### src/hdl/irq_arb_cfg.svh
// Constants for the interrupt arbiter
`ifndef IRQ_ARB_CFG_SVH
`define IRQ_ARB_CFG_SVH

`define CLK_NS          25
`define BUSMON_NS       1600
`define BUSMON_CYC      (`BUSMON_NS / `CLK_NS)
`define PIN_W           10
`define MASK_RST        3'h7
`define SIM_ARB_ID_RST  4'hF
`define FC_CPU_SPACE    3'h7
`define IACK_ADDR_HI    20'hFFFFF
`define VEC_SPURIOUS    8'h18
`define VEC_AUTO_BASE   8'h18
`define PIN_IRQ_LSB     0
`define PIN_AUTOVECTOR_REQUEST        7
`define PIN_SACK_LSB    8

`endif

### src/hdl/irq_arb_pkg.sv
// Types shared by the interrupt arbiter
package irq_arb_pkg;

    typedef enum logic [2:0] {
        ST_IDLE,
        ST_STACK,
        ST_ACK,
        ST_ARB,
        ST_EXT,
        ST_VEC,
        ST_FETCH
    } iack_state_t;

    typedef struct packed {
        logic [2:0]  fc;
        logic [23:0] addr;
    } iack_bus_t;

    typedef struct packed {
        logic [2:0] level;
        logic [3:0] id;
        logic [7:0] vector;
    } requester_t;

endpackage : irq_arb_pkg

### src/hdl/pin_filter.sv
// Three-stage pin synchroniser that accepts a level once two samples agree
`timescale 1ns/100ps
`include "irq_arb_cfg.svh"

module pin_filter (
    // Clock and reset
    input  wire logic              clock_i,
    input  wire logic              rst_b_i,
    // Raw pins and filtered levels
    input  wire logic [`PIN_W-1:0] pin_i,
    output logic      [`PIN_W-1:0] level_o
);

    typedef struct packed {
        logic [`PIN_W-1:0] s1;
        logic [`PIN_W-1:0] s2;
        logic [`PIN_W-1:0] s3;
        logic [`PIN_W-1:0] lvl;
    } filt_t;

    filt_t s;
    filt_t next_s;

    logic [`PIN_W-1:0] next_lvl;

    genvar g;
    generate
        for (g = 0; g < `PIN_W; g++) begin : g_bit
            // two agreeing samples
            assign next_lvl[g] = (s.s2[g] == s.s3[g]) ? s.s2[g] : s.lvl[g];
        end
    endgenerate

    always_comb begin
        next_s     = s;
        next_s.s1  = pin_i;
        next_s.s2  = s.s1;
        next_s.s3  = s.s2;
        next_s.lvl = next_lvl;
    end

    // Pins idle high, so the chain starts deasserted
    always_ff @(posedge clock_i or negedge rst_b_i) begin
        if (!rst_b_i) begin
            s <= '{default: '1};
        end else begin
            s <= next_s;
        end
    end

    assign level_o = s.lvl;
endmodule : pin_filter

### src/hdl/irq_priority_arbiter.sv
// Interrupt recognition, acknowledge cycle and arbitration-ID contention
// What this block does and what it expects of sources and software
// Seven active-low request levels, seven highest
// Ignore requests at or below the mask
// Level seven always recognized
// Sources hold request until acknowledged
// Level seven edge-detected, re-armed by mask write
// Request valid after two stable samples
// Pending serviced at boundary, level not latched
// Higher of simultaneous requests wins
// Acknowledge drives CPU space, all-ones, level
// Acknowledged level copied into mask
// Stack state, set supervisor, clear trace
// Requesters contend only at matching level
// Serial four-bit ID contention, highest wins
// No contender: bus error, spurious vector
// Software assigns unique nonzero arbitration IDs
// Unit ID resets to all ones
// Always arbitrate; external only if unit wins
// Winner terminates with vector or autovector
// Autovector number follows acknowledged level
// Bus monitor timeout gives spurious exception
// Chip-select acknowledge only on external cycle
// Timer field zero disables; timer beats pins
// Vector address is base plus scaled number
`timescale 1ns/100ps
`include "irq_arb_cfg.svh"

module irq_priority_arbiter (
    // Clock and reset
    input  wire logic                    clock_i,
    input  wire logic                    rst_b_i,
    // External pins
    input  wire logic [7:1]              irq_req_b_i,
    input  wire logic [1:0]              size_acknowledge_b_i,
    input  wire logic                    autovector_request_b_i,
    input  wire logic [7:0]              ext_data_i,
    input  wire logic                    bus_monitor_en_i,
    // Internal module requester
    input  wire irq_arb_pkg::requester_t int_req_i,
    // Periodic timer
    input  wire logic [2:0]              periodic_level_field_i,
    input  wire logic                    periodic_req_i,
    input  wire logic [7:0]              periodic_vector_i,
    // Processor side
    input  wire logic                    boundary_i,
    input  wire logic                    mask_write_i,
    input  wire logic [2:0]              mask_wdata_i,
    input  wire logic                    sr_write_i,
    input  wire logic [2:0]              sr_wdata_i,
    input  wire logic                    arb_id_write_i,
    input  wire logic [3:0]              arb_id_wdata_i,
    input  wire logic [31:0]             vector_table_base_i,
    input  wire logic [31:0]             fetch_data_i,
    input  wire logic                    fetch_done_i,
    // Acknowledge cycle
    output irq_arb_pkg::iack_bus_t       iack_bus_o,
    output logic                         ext_cycle_o,
    output logic                         chip_select_ack_en_o,
    output logic                         bus_error_signal_o,
    output logic                         int_ack_o,
    // Processor state
    output logic [2:0]                   priority_mask_o,
    output logic                         supervisor_o,
    output logic                         trace_bit_high_o,
    output logic                         trace_bit_low_o,
    output logic                         save_state_o,
    output logic [3:0]                   arbitration_id_field_o,
    // Vector fetch
    output logic [7:0]                   vector_number_o,
    output logic [31:0]                  vector_address_o,
    output logic                         vector_fetch_o,
    output logic [31:0]                  program_counter_o,
    output logic                         pc_load_o
);

    typedef struct packed {
        irq_arb_pkg::iack_state_t st;
        logic [2:0]               mask;
        logic                     nmi_pend;
        logic                     irq7_prev;
        logic [3:0]               arb_id;
        logic [2:0]               lvl;
        logic [1:0]               bit_idx;
        logic [1:0]               alive;
        logic [3:0]               acc;
        logic [6:0]               timer;
        irq_arb_pkg::iack_bus_t   bus;
        logic                     ext_cycle;
        logic                     cs_en;
        logic                     bus_error_signal;
        logic                     int_ack;
        logic                     sup;
        logic                     t1;
        logic                     t0;
        logic                     save_pulse;
        logic [7:0]               vec;
        logic [31:0]              vaddr;
        logic                     fetch;
        logic [31:0]              pc;
        logic                     pc_load;
    } ctl_t;

    ctl_t s;
    ctl_t next_s;

    logic [`PIN_W-1:0] pins;
    logic [6:0]        irq_act;
    logic [6:0]        sim_act;
    logic [6:0]        all_act;
    logic [6:0]        eff_act;
    logic [2:0]        cur;
    logic              recog;
    logic              lvl7;
    logic              sack;
    logic              autovector_request;
    logic              wired;
    logic [1:0]        alive_n;
    logic [3:0]        acc_n;
    logic              pit_at_lvl;

    // One-hot of a level; level zero means no request
    function automatic logic [6:0] lvl_bit(input logic [2:0] l);
        lvl_bit = 7'h00;
        if (l != 3'h0) begin
            lvl_bit[l - 3'h1] = 1'b1;
        end
    endfunction : lvl_bit

    // highest active level
    function automatic logic [2:0] top_level(input logic [6:0] v);
        top_level = 3'h0;
        for (int i = 0; i < 7; i++) begin
            if (v[i]) begin
                top_level = 3'(i + 1);
            end
        end
    endfunction : top_level

    pin_filter u_pins (
        .clock_i (clock_i),
        .rst_b_i (rst_b_i),
        .pin_i   ({size_acknowledge_b_i, autovector_request_b_i, irq_req_b_i}),
        .level_o (pins)
    );

    always_comb begin
        // active-low pins
        irq_act = ~pins[`PIN_IRQ_LSB +: 7];
        autovector_request    = ~pins[`PIN_AUTOVECTOR_REQUEST];
        sack    = ~(&pins[`PIN_SACK_LSB +: 2]);
        // zero field disables timer
        sim_act = irq_act | ((periodic_level_field_i != 3'h0 && periodic_req_i)
                             ? lvl_bit(periodic_level_field_i) : 7'h00);
        all_act = sim_act | lvl_bit(int_req_i.level);
        lvl7    = all_act[6];
        // level seven counts only when armed
        eff_act = all_act & {s.nmi_pend, 6'h3F};
        cur     = top_level(eff_act);
        // mask compare, seven never masked
        recog   = (cur == 3'h7) || (cur > s.mask);
        pit_at_lvl = periodic_req_i && (periodic_level_field_i == s.lvl) && (s.lvl != 3'h0);
        // wired-OR of contenders' current ID bit
        wired   = (s.alive[0] & s.arb_id[s.bit_idx]) | (s.alive[1] & int_req_i.id[s.bit_idx]);
        alive_n = s.alive;
        acc_n   = s.acc;
        acc_n[s.bit_idx] = wired;
        if (wired) begin
            alive_n[0] = s.alive[0] & s.arb_id[s.bit_idx];
            alive_n[1] = s.alive[1] & int_req_i.id[s.bit_idx];
        end
    end

    always_comb begin
        next_s            = s;
        next_s.save_pulse = 1'b0;
        next_s.fetch      = 1'b0;
        next_s.pc_load    = 1'b0;
        next_s.bus_error_signal       = 1'b0;
        next_s.int_ack    = 1'b0;
        next_s.irq7_prev  = lvl7;
        if (mask_write_i) begin
            next_s.mask = mask_wdata_i;
        end
        if (sr_write_i) begin
            {next_s.sup, next_s.t1, next_s.t0} = sr_wdata_i;
        end
        if (arb_id_write_i) begin
            next_s.arb_id = arb_id_wdata_i;
        end
        case (s.st)
            irq_arb_pkg::ST_IDLE: begin
                // service only at a boundary
                if (boundary_i && cur != 3'h0 && recog) begin
                    next_s.st = irq_arb_pkg::ST_STACK;
                end
            end
            irq_arb_pkg::ST_STACK: begin
                // stack, supervisor, trace off
                next_s.save_pulse = 1'b1;
                next_s.sup        = 1'b1;
                next_s.t1         = 1'b0;
                next_s.t0         = 1'b0;
                // take the newest level, not a latched one
                next_s.lvl        = cur;
                next_s.st = (cur != 3'h0 && recog) ? irq_arb_pkg::ST_ACK : irq_arb_pkg::ST_IDLE;
            end
            irq_arb_pkg::ST_ACK: begin
                // CPU space acknowledge address
                next_s.bus.fc   = `FC_CPU_SPACE;
                next_s.bus.addr = {`IACK_ADDR_HI, s.lvl, 1'b1};
                // mask follows the acknowledged level
                next_s.mask     = s.lvl;
                // only sources holding this level contend
                next_s.alive[0] = sim_act[s.lvl - 3'h1] && s.arb_id != 4'h0;
                next_s.alive[1] = int_req_i.level == s.lvl && int_req_i.id != 4'h0;
                next_s.bit_idx  = 2'h3;
                next_s.acc      = 4'h0;
                next_s.st       = irq_arb_pkg::ST_ARB;
            end
            irq_arb_pkg::ST_ARB: begin
                // one ID bit per cycle, MSB first
                next_s.alive   = alive_n;
                next_s.acc     = acc_n;
                next_s.bit_idx = s.bit_idx - 2'h1;
                if (s.bit_idx == 2'h0) begin
                    if (acc_n == 4'h0) begin
                        // nobody contended
                        next_s.bus_error_signal = 1'b1;
                        next_s.vec  = `VEC_SPURIOUS;
                        next_s.st   = irq_arb_pkg::ST_VEC;
                    end else if (alive_n[0] && pit_at_lvl) begin
                        // timer beats pins
                        next_s.vec = periodic_vector_i;
                        next_s.st  = irq_arb_pkg::ST_VEC;
                    end else if (alive_n[0]) begin
                        // unit won: go external
                        next_s.ext_cycle = 1'b1;
                        next_s.cs_en     = 1'b1;
                        next_s.timer     = 7'h00;
                        next_s.st        = irq_arb_pkg::ST_EXT;
                    end else begin
                        // internal winner's vector
                        next_s.int_ack = 1'b1;
                        next_s.vec     = int_req_i.vector;
                        next_s.st      = irq_arb_pkg::ST_VEC;
                    end
                end
            end
            irq_arb_pkg::ST_EXT: begin
                next_s.timer = s.timer + 7'h01;
                if (sack || autovector_request || (bus_monitor_en_i && s.timer == 7'(`BUSMON_CYC - 1))) begin
                    next_s.ext_cycle = 1'b0;
                    next_s.cs_en     = 1'b0;
                    next_s.st        = irq_arb_pkg::ST_VEC;
                end
                if (sack) begin
                    // device vector with size acknowledge
                    next_s.vec = ext_data_i;
                end else if (autovector_request) begin
                    // autovector from level
                    next_s.vec = `VEC_AUTO_BASE + {5'h00, s.lvl};
                end else if (bus_monitor_en_i && s.timer == 7'(`BUSMON_CYC - 1)) begin
                    // bus monitor timeout
                    next_s.bus_error_signal = 1'b1;
                    next_s.vec  = `VEC_SPURIOUS;
                end
            end
            irq_arb_pkg::ST_VEC: begin
                next_s.bus   = '0;
                // base plus long-word displacement
                next_s.vaddr = vector_table_base_i + {22'h0, s.vec, 2'b00};
                next_s.fetch = 1'b1;
                next_s.st    = irq_arb_pkg::ST_FETCH;
            end
            irq_arb_pkg::ST_FETCH: begin
                if (fetch_done_i) begin
                    // fetched content to PC
                    next_s.pc      = fetch_data_i;
                    next_s.pc_load = 1'b1;
                    next_s.st      = irq_arb_pkg::ST_IDLE;
                end
            end
            default: begin
                next_s.st = irq_arb_pkg::ST_IDLE;
            end
        endcase
        // new edge or mask write re-arms; set wins over clear
        if ((lvl7 && !s.irq7_prev) || (mask_write_i && lvl7)) begin
            next_s.nmi_pend = 1'b1;
        end else if (s.st == irq_arb_pkg::ST_ACK && s.lvl == 3'h7) begin
            next_s.nmi_pend = 1'b0;
        end
    end

    always_ff @(posedge clock_i or negedge rst_b_i) begin
        if (!rst_b_i) begin
            s        <= '0;
            s.st     <= irq_arb_pkg::ST_IDLE;
            s.mask   <= `MASK_RST;
            s.sup    <= 1'b1;
            // unit ID out of reset
            s.arb_id <= `SIM_ARB_ID_RST;
        end else begin
            s <= next_s;
        end
    end

    assign iack_bus_o             = s.bus;
    assign ext_cycle_o            = s.ext_cycle;
    assign chip_select_ack_en_o   = s.cs_en;
    assign bus_error_signal_o     = s.bus_error_signal;
    assign int_ack_o              = s.int_ack;
    assign priority_mask_o        = s.mask;
    assign supervisor_o           = s.sup;
    assign trace_bit_high_o       = s.t1;
    assign trace_bit_low_o        = s.t0;
    assign save_state_o           = s.save_pulse;
    assign arbitration_id_field_o = s.arb_id;
    assign vector_number_o        = s.vec;
    assign vector_address_o       = s.vaddr;
    assign vector_fetch_o         = s.fetch;
    assign program_counter_o      = s.pc;
    assign pc_load_o              = s.pc_load;
endmodule : irq_priority_arbiter

### config.mk
export PLATFORM = sky130hd
export DESIGN_NAME = irq_priority_arbiter
export DESIGN_NICKNAME = d
export VERILOG_FILES = /design/src/hdl/irq_arb_pkg.sv /design/src/hdl/pin_filter.sv /design/src/hdl/irq_priority_arbiter.sv
export VERILOG_INCLUDE_DIRS = /design/src /design/src/hdl
export SDC_FILE = /design/constraint.sdc
export NUM_CORES = 1
export LEC_CHECK = 0
export BUFFER_PORTS_ARGS = -buffer_cell sky130_fd_sc_hd__buf_2
export CAP_MARGIN = 20
export CORE_MARGIN = 2
export CORE_UTILIZATION = 30
export CTS_CLUSTER_SIZE = 24
export DETAILED_ROUTE_END_ITERATION = 6
export GPL_ROUTABILITY_DRIVEN = 0
export PLACE_DENSITY = 0.5
export SLEW_MARGIN = 5
export SYNTH_ARGS = -nofsm -noshare
export SYNTH_HDL_FRONTEND = slang
export SYNTH_SLANG_ARGS = --single-unit
### constraint.sdc
create_clock -name clock_i -period 2.8 [get_ports clock_i]
set_input_delay 0.56 -clock clock_i [delete_from_list [all_inputs] [get_ports clock_i]]
set_output_delay 0.56 -clock clock_i [all_outputs]
set_load 0.03 [all_outputs]
==> flow_summary.toml, run 1 <==
[synth]
ys_seq_elements = 155
synth-compound-area-share_pct = 12.2
synthArstFlopShare_pct = 100
ys_seq_area_share_pct = 46.4
synth_top_family_by_area = "simple AND/OR/NAND/NOR gates"
synth-main-ff-cell = "dfrtp_1"
synth_edf_count = 0
syn-instance-count = 871
synth_area_um2 = 8500
synth_xor_area_share_pct = 3.81
yosys_warnings = 0
synthSimpleGateAreaFrac_pct = 15.8
synthAdderAreaFrac_pct = 4.80
yosys-mux-area-fraction_pct = 4.55
synth.distinct_cells = 76
syn_area_per_cell_um2 = 9.75
synthesis.nets = 1022

[sta]
max_slew.worst_pin.slew_ns = 0.649
slew_viol_final = 0
fin_crit_sh_pct = 93.8
slew_headroom_pct = 56.6
finalCriticalPeriod_ns = 2.63
max_freq_ghz = 0.381
hold_viol_final = 0
fin_skew_ns = 0.0138
setup_violations = 0

[setup_path]
r2r-start = "s[122]"
crit_arrival_ns = 2.93
worst_r2r_path_depth = 7
timing.rr.end = "vector_number_o[6]"
reg2reg_slack_ns = 0.17
cp.required_ns = 3.10
worst-path-max-fanout = 8
cp-start-kind = "flip-flop"
worst-path-buf-inv = 1
critPathTopFamily = "simple AND/OR/NAND/NOR gates"
crit_type = "flip-flop to flip-flop"
cp_slowest_stage_delay_ns = 0.52
endpoint_kind = "flip-flop"
path_cells = "inv_1 > ha_1 > or4_1 > nor2_1 > o31ai_4 > a21oi_4 > mux2_2"
slowest_stage = "or4_1"

[drt]
drc_errors = 0
wl_per_cell_um = 14.8
antenna_left = 0
firstDrtPassIters = 4
wirelength_um = 21200
viasPerCell = 4.46
vias = 6392
drtIter0Drc = 243

[floorplanning]
initial_utilization_pct = 30.5
core_um2 = 27900
dieHeight_um = 172
io_pins = 243
die_w_um = 172
rows = 61
dieArea_um2 = 29700

[placement]
placed_cells = 1399
dpl-instance-area_um2 = 9660
port_buffers = 242
dp_hpwl_um = 16200

[cells_and_area]
final_nets = 1193
layout-drive-gt1-share_pct = 40.9
area_delta_synth_final_pct = 22.5
n_fill_cell = 2860
fin_cells = 1434
finalInstanceArea_um2 = 10400

[clock_network]
clkTransAtPathRegs_ns = 0.06
clockBufferDepth = 2
cts_hold_buffers = 0
tritoncts = "done"
htreeDepth = 4
cts_made_buffers = 17
clock_tree.root_cell = "clkbuf_16"
clk_latency_ns = 0.42
cts.sinks = 155

[global_route]
grt_pass1_vias = 6265
antenna_found_initial = 1
grt_max_degree = 64
grt_pass1_wl_um = 33400
overflow = 0
globalRouteTotalUtil_pct = 14.5

[pwr]
power_density_nw_per_um2 = 1040
ir_worst_vdd_mv = 0.390
p_leak_nw = 4.95

[min_path]
min_path_type = "input port to async pin"

[flow_run]
maxCapViolCount = 0

[outcome]
status = "complete, no violations"
[routing by layer]
layer / GRT usage, % / vias to the layer above / share of wire (%)
met5: 0 / - / 0.061
met4: 4.64 / 2 / 1.5
met2: 23.0 / 204 / 45
li1: - / 3193 / -
met3: 3.34 / 17 / 6.4
met1: 19.5 / 2976 / 47
[timing repair]
action	4_1_cts	5_1_grt
gates resized for setup	0	22
endpoints found under the setup margin	0	2
buffers inserted	0	2
[sequential cells by signal (all words and copies together) (netlist names), 3 cells and up]
name                    cells
program_counter_o          32
iack_bus_o                  4
vector_number_o             8
vector_address_o           32
u_pins.level_o             10
arbitration_id_field_o      4
u_pins.s                   10
s                          23
u_pins.next_s              20
priority_mask_o             3
[power breakdown]
part	leakage [nW]	total, mW	internal [mW]	switching [mW]
combinational	2.84	4.94	1.68	3.25
sequential	1.81	3.54	3.02	0.527
clock	0.299	2.37	1.34	1.04
total	4.95	10.9	6.04	4.82
[cells in the final DEF (no fill, tap or decap), types with 25 or more instances in the layout]
cell type  instances
buf_4             45
dfrtp_1          107
buf_2            241
o21ai_0           53
xnor2_1           32
dfstp_2           48
nor2_1            25
inv_1             31
nand2_1          177
[worst max path at each step]
stage / start / to / cells past startpoint
4_1_cts: periodic_level_field_i[0] / s[136] / 16
3_5_place_dp: periodic_level_field_i[0] / s[136] / 16
6_report: s[122] / vector_number_o[6] / 7
3_3_place_gp: periodic_level_field_i[0] / s[136] / 16
5_1_grt: periodic_level_field_i[1] / s[136] / 16
2_1_floorplan: periodic_level_field_i[0] / s[136] / 17
[logic make-up after synthesis]
group                      after synthesis
AOI/OAI and AO/OA                      147
DFF                                    155
xor gates and xnor gates                37
and+or+nand+nor                        292
buffers and inverters                  170
muxes                                   36
adders and majority gates               34
[per-stage QoR]
stage	utilization [%]	worst slack [ns]	setup TNS [ns]	total power, mW	hold slack (ns)
2_1_floorplan	-	-0.0457	-0.0457	7.81	0.264
3_3_place_gp	34.7	-0.262	-0.432	8.50	0.346
3_5_place_dp	34.7	-0.326	-0.589	8.54	0.347
4_1_cts	36.9	0.108	0	11.0	0.110
5_1_grt	37.4	-0.0116	-0.0116	11.7	0.122
6_report	37.4	0.174	0	10.9	0.0942
[area by class of cell]
cell class / instances / area, µm² / share of cell area [%]
Antenna cell: 1 / 2.50 / 0.0240
Clock buffer: 20 / 500 / 4.81
Inverter: 33 / 126 / 1.21
Timing Repair Buffer: 289 / 1600 / 15.3
Clock inverter: 12 / 116 / 1.12
Sequential cell: 155 / 3940 / 37.8
Multi-Input combinational cell: 546 / 3660 / 35.1
Tap cell: 378 / 473 / 4.54
[synth_stat cells, drive strengths merged, types with 3 or more instances]
cell type / number / area [µm²]
nand2: 177 / 664
buf: 117 / 868
dfrtp: 107 / 2680
o21ai: 62 / 314
dfstp: 48 / 1260
inv: 32 / 120
xnor2: 32 / 280
nor2: 26 / 97.6
ha: 23 / 288
mux2i: 21 / 214
a21oi: 20 / 111
clkbuf: 20 / 75.1
mux2: 15 / 173
nand3: 14 / 75.1
nand2b: 12 / 75.1
nor3: 11 / 60.1
maj3: 10 / 100
nor2b: 9 / 56.3
a2111oi: 7 / 105
nand4: 7 / 43.8
a211oi: 6 / 45.0
a21o: 5 / 37.5
and2: 5 / 31.3
and3: 5 / 31.3
o21a: 5 / 37.5
o22ai: 5 / 31.3
xor2: 5 / 43.8
a22o: 4 / 35.0
a31oi: 4 / 25.0
and4: 4 / 35.0
nor3b: 4 / 30.0
nor4: 4 / 31.3
o2111ai: 4 / 35.0
o211ai: 4 / 40.0
o221ai: 3 / 26.3
or2: 3 / 18.8
or3: 3 / 18.8
(Power assumes the default switching activity.)
==> run 2, diff against run 1 <==
--- a/config.mk
+++ b/config.mk
@@ -6,6 +6,7 @@
 export SDC_FILE = /design/constraint.sdc
 export NUM_CORES = 1
 export LEC_CHECK = 0
+export ABC_AREA = 1
 export BUFFER_PORTS_ARGS = -buffer_cell sky130_fd_sc_hd__buf_2
 export CAP_MARGIN = 20
 export CORE_MARGIN = 2
==> run 2 against run 1 <==
First-iteration DRC count up 79%. Area after synthesis down 0.50%. Sequential share of layout area up 1.0 points. Routed wire length up 6.4%. Hold slack better by 0.0035 ns. Total power up 5.1%. Critical endpoint is now s[138]. Largest cell class unchanged.
==> flow_summary.toml, run 2 <==
[outcome]
status = "complete, no violations"

[clock_network]
cts_hold_buffers = 0
cts.sinks = 155
clock_tree.root_cell = "clkbuf_16"
cts_made_buffers = 17
clockBufferDepth = 2
clkTransAtPathRegs_ns = 0.07
tritoncts = "done"
clk_latency_ns = 0.42
htreeDepth = 4

[global_route]
globalRouteTotalUtil_pct = 15.5
grt_max_degree = 54
antenna_found_initial = 7
overflow = 0
grt_pass1_wl_um = 35300
grt_pass1_vias = 6563

[sta]
max_freq_ghz = 0.400
setup_violations = 0
finalCriticalPeriod_ns = 2.50
fin_crit_sh_pct = 89.3
fin_skew_ns = 0.0100
rsz0062_at_grt = "no"
holdWs_ns = 0.0977
max_slew.worst_pin.slew_ns = 0.532
hold_viol_final = 0
slew_viol_final = 0
slew_headroom_pct = 64.5

[setup_path]
timing.rr.end = "vector_address_o[23]"
cp-start-kind = "input port"
crit_arrival_ns = 2.82
worst-path-max-fanout = 4
worst_r2r_path_depth = 13
endpoint_kind = "flip-flop"
reg2reg_slack_ns = 0.35
crit_type = "input port to flip-flop"
r2r-start = "vector_number_o[2]"
cp.required_ns = 3.11

[synth]
yosysTopAreaCell = "dfrtp_1"
ys_seq_area_share_pct = 46.6
ys_seq_elements = 155
synth.top_cells.by_count = "nand2_1, buf_4, dfrtp_1"
syn_area_per_cell_um2 = 8.40
yosys-top-cells-area = "dfrtp_1, dfstp_2, nand2_1"
synth_area_um2 = 8450
synth_most_common_cell = "nand2_1"
synth_top_area_share_pct = 31.7
synthesis.nets = 1157
synth.distinct_cells = 48
synth-main-ff-cell = "dfrtp_1"
synth_edf_count = 0
syn-instance-count = 1006
yosys_warnings = 0
synthArstFlopShare_pct = 100

[drt]
wl_met3_um = 1390
firstDrtPassIters = 4
viasPerCell = 4.34
drtIter0Drc = 435
wl_per_cell_um = 14.4
dr_wl_met2_um = 10300
vias = 6787
drc_errors = 0
wirelength_um = 22600
top_layer_used = "met5"
drt-met1-wl_um = 10500
antenna_left = 0

[flow_run]
maxCapViolCount = 0

[floorplanning]
initial_utilization_pct = 30.4
io_pins = 243
die_w_um = 172
core_um2 = 27800
dieHeight_um = 172
dieArea_um2 = 29500
rows = 61

[pwr]
power_density_nw_per_um2 = 1120
ir_worst_vdd_mv = 0.435
p_leak_nw = 5.21

[placement]
dp_hpwl_um = 17100
port_buffers = 242
placed_cells = 1530

[cells_and_area]
fin_cells = 1564
n_fill_cell = 3033
area_delta_synth_final_pct = 20.0
final_common_cell = "nand2_1"
final_nets = 1322
layout-drive-gt1-share_pct = 34.1
layout_common_cells = "nand2_1, buf_2, dfrtp_1, inv_1, nand3_1"
final_util_pct = 36.5

[min_path]
min_path_type = "input port to async pin"
run 2: kinds of logic after synthesis:
group                      Yosys count  synth area share (%)
DFF                                155                  46.6
muxes                                3                 0.400
buffers and inverters              206                  14.1
adders and majority gates           34                  4.83
and+or+nand+nor                    489                  24.7
xor gates and xnor gates            25                  2.59
AOI/OAI and AO/OA                   94                  6.76
run 2: through the flow:
step                worst slack, ns  TNS, ns  power [mW]  instance area (µm²)
finish                        0.299        0        11.4                10100
global route                0.00989        0        12.3                10100
CTS                           0.276        0        11.6                10100
detailed placement           -0.120   -0.268        9.12                 9510
global placement            -0.0494  -0.0969        9.08                 9510
floorplan                     0.223        0        8.27                 8450
run 2: cell type report:
class	instances	area, µm²	area share [%]
repair buffers	271	1460	14.4
diodes	2	5.00	0.0493
well taps	378	473	4.66
inverters	81	309	3.05
multi-input cells	645	3360	33.1
clock buffers	17	425	4.19
flip-flops and latches	155	3940	38.8
clock inverters	15	175	1.73
run 2: power by group:
group	switching [mW]	total [mW]	internal (mW)
sequential	0.542	3.60	3.06
clock	1.05	2.40	1.35
combinational	3.75	5.41	1.66
run 2: worst max path at each step:
stage | start | to | slack [ns]
floorplan | int_req_i[12] | s[138] | 0.22
global placement | periodic_level_field_i[0] | s[138] | -0.05
detailed placement | int_req_i[12] | s[138] | -0.12
CTS | vector_number_o[2] | vector_address_o[23] | 0.28
global route | periodic_level_field_i[0] | s[138] | 0.01
finish | periodic_level_field_i[0] | s[138] | 0.30
run 2: per-layer routing:
metal | global-route usage, % | vias to the layer above
li1 | - | 3459
met1 | 20.7 | 3098
met2 | 25.0 | 192
met3 | 4.10 | 26
met4 | 3.84 | 12
met5 | 0 | -
run 2: worst max-delay path, cell delays in order:
cell,delay [ns]
buf_2,0.09
inv_1,0.07
ha_1,0.33
inv_1,0.11
a21oi_1,0.07
nand2_1,0.06
nand2_1,0.08
a21oi_1,0.26
nand3_1,0.17
ha_1,0.32
nand2_1,0.04
o21ai_0,0.13
nand2_1,0.06
nand2_1,0.08
nand3_1,0.08
nand2_1,0.09
nand3_1,0.09
nand2_1,0.07
nand2_1,0.05
run 2: what timing repair did:
item / in CTS / in global routing
buffers inserted: 0 / 0
gates resized for setup: 0 / 10
setup endpoints to repair: 0 / 2
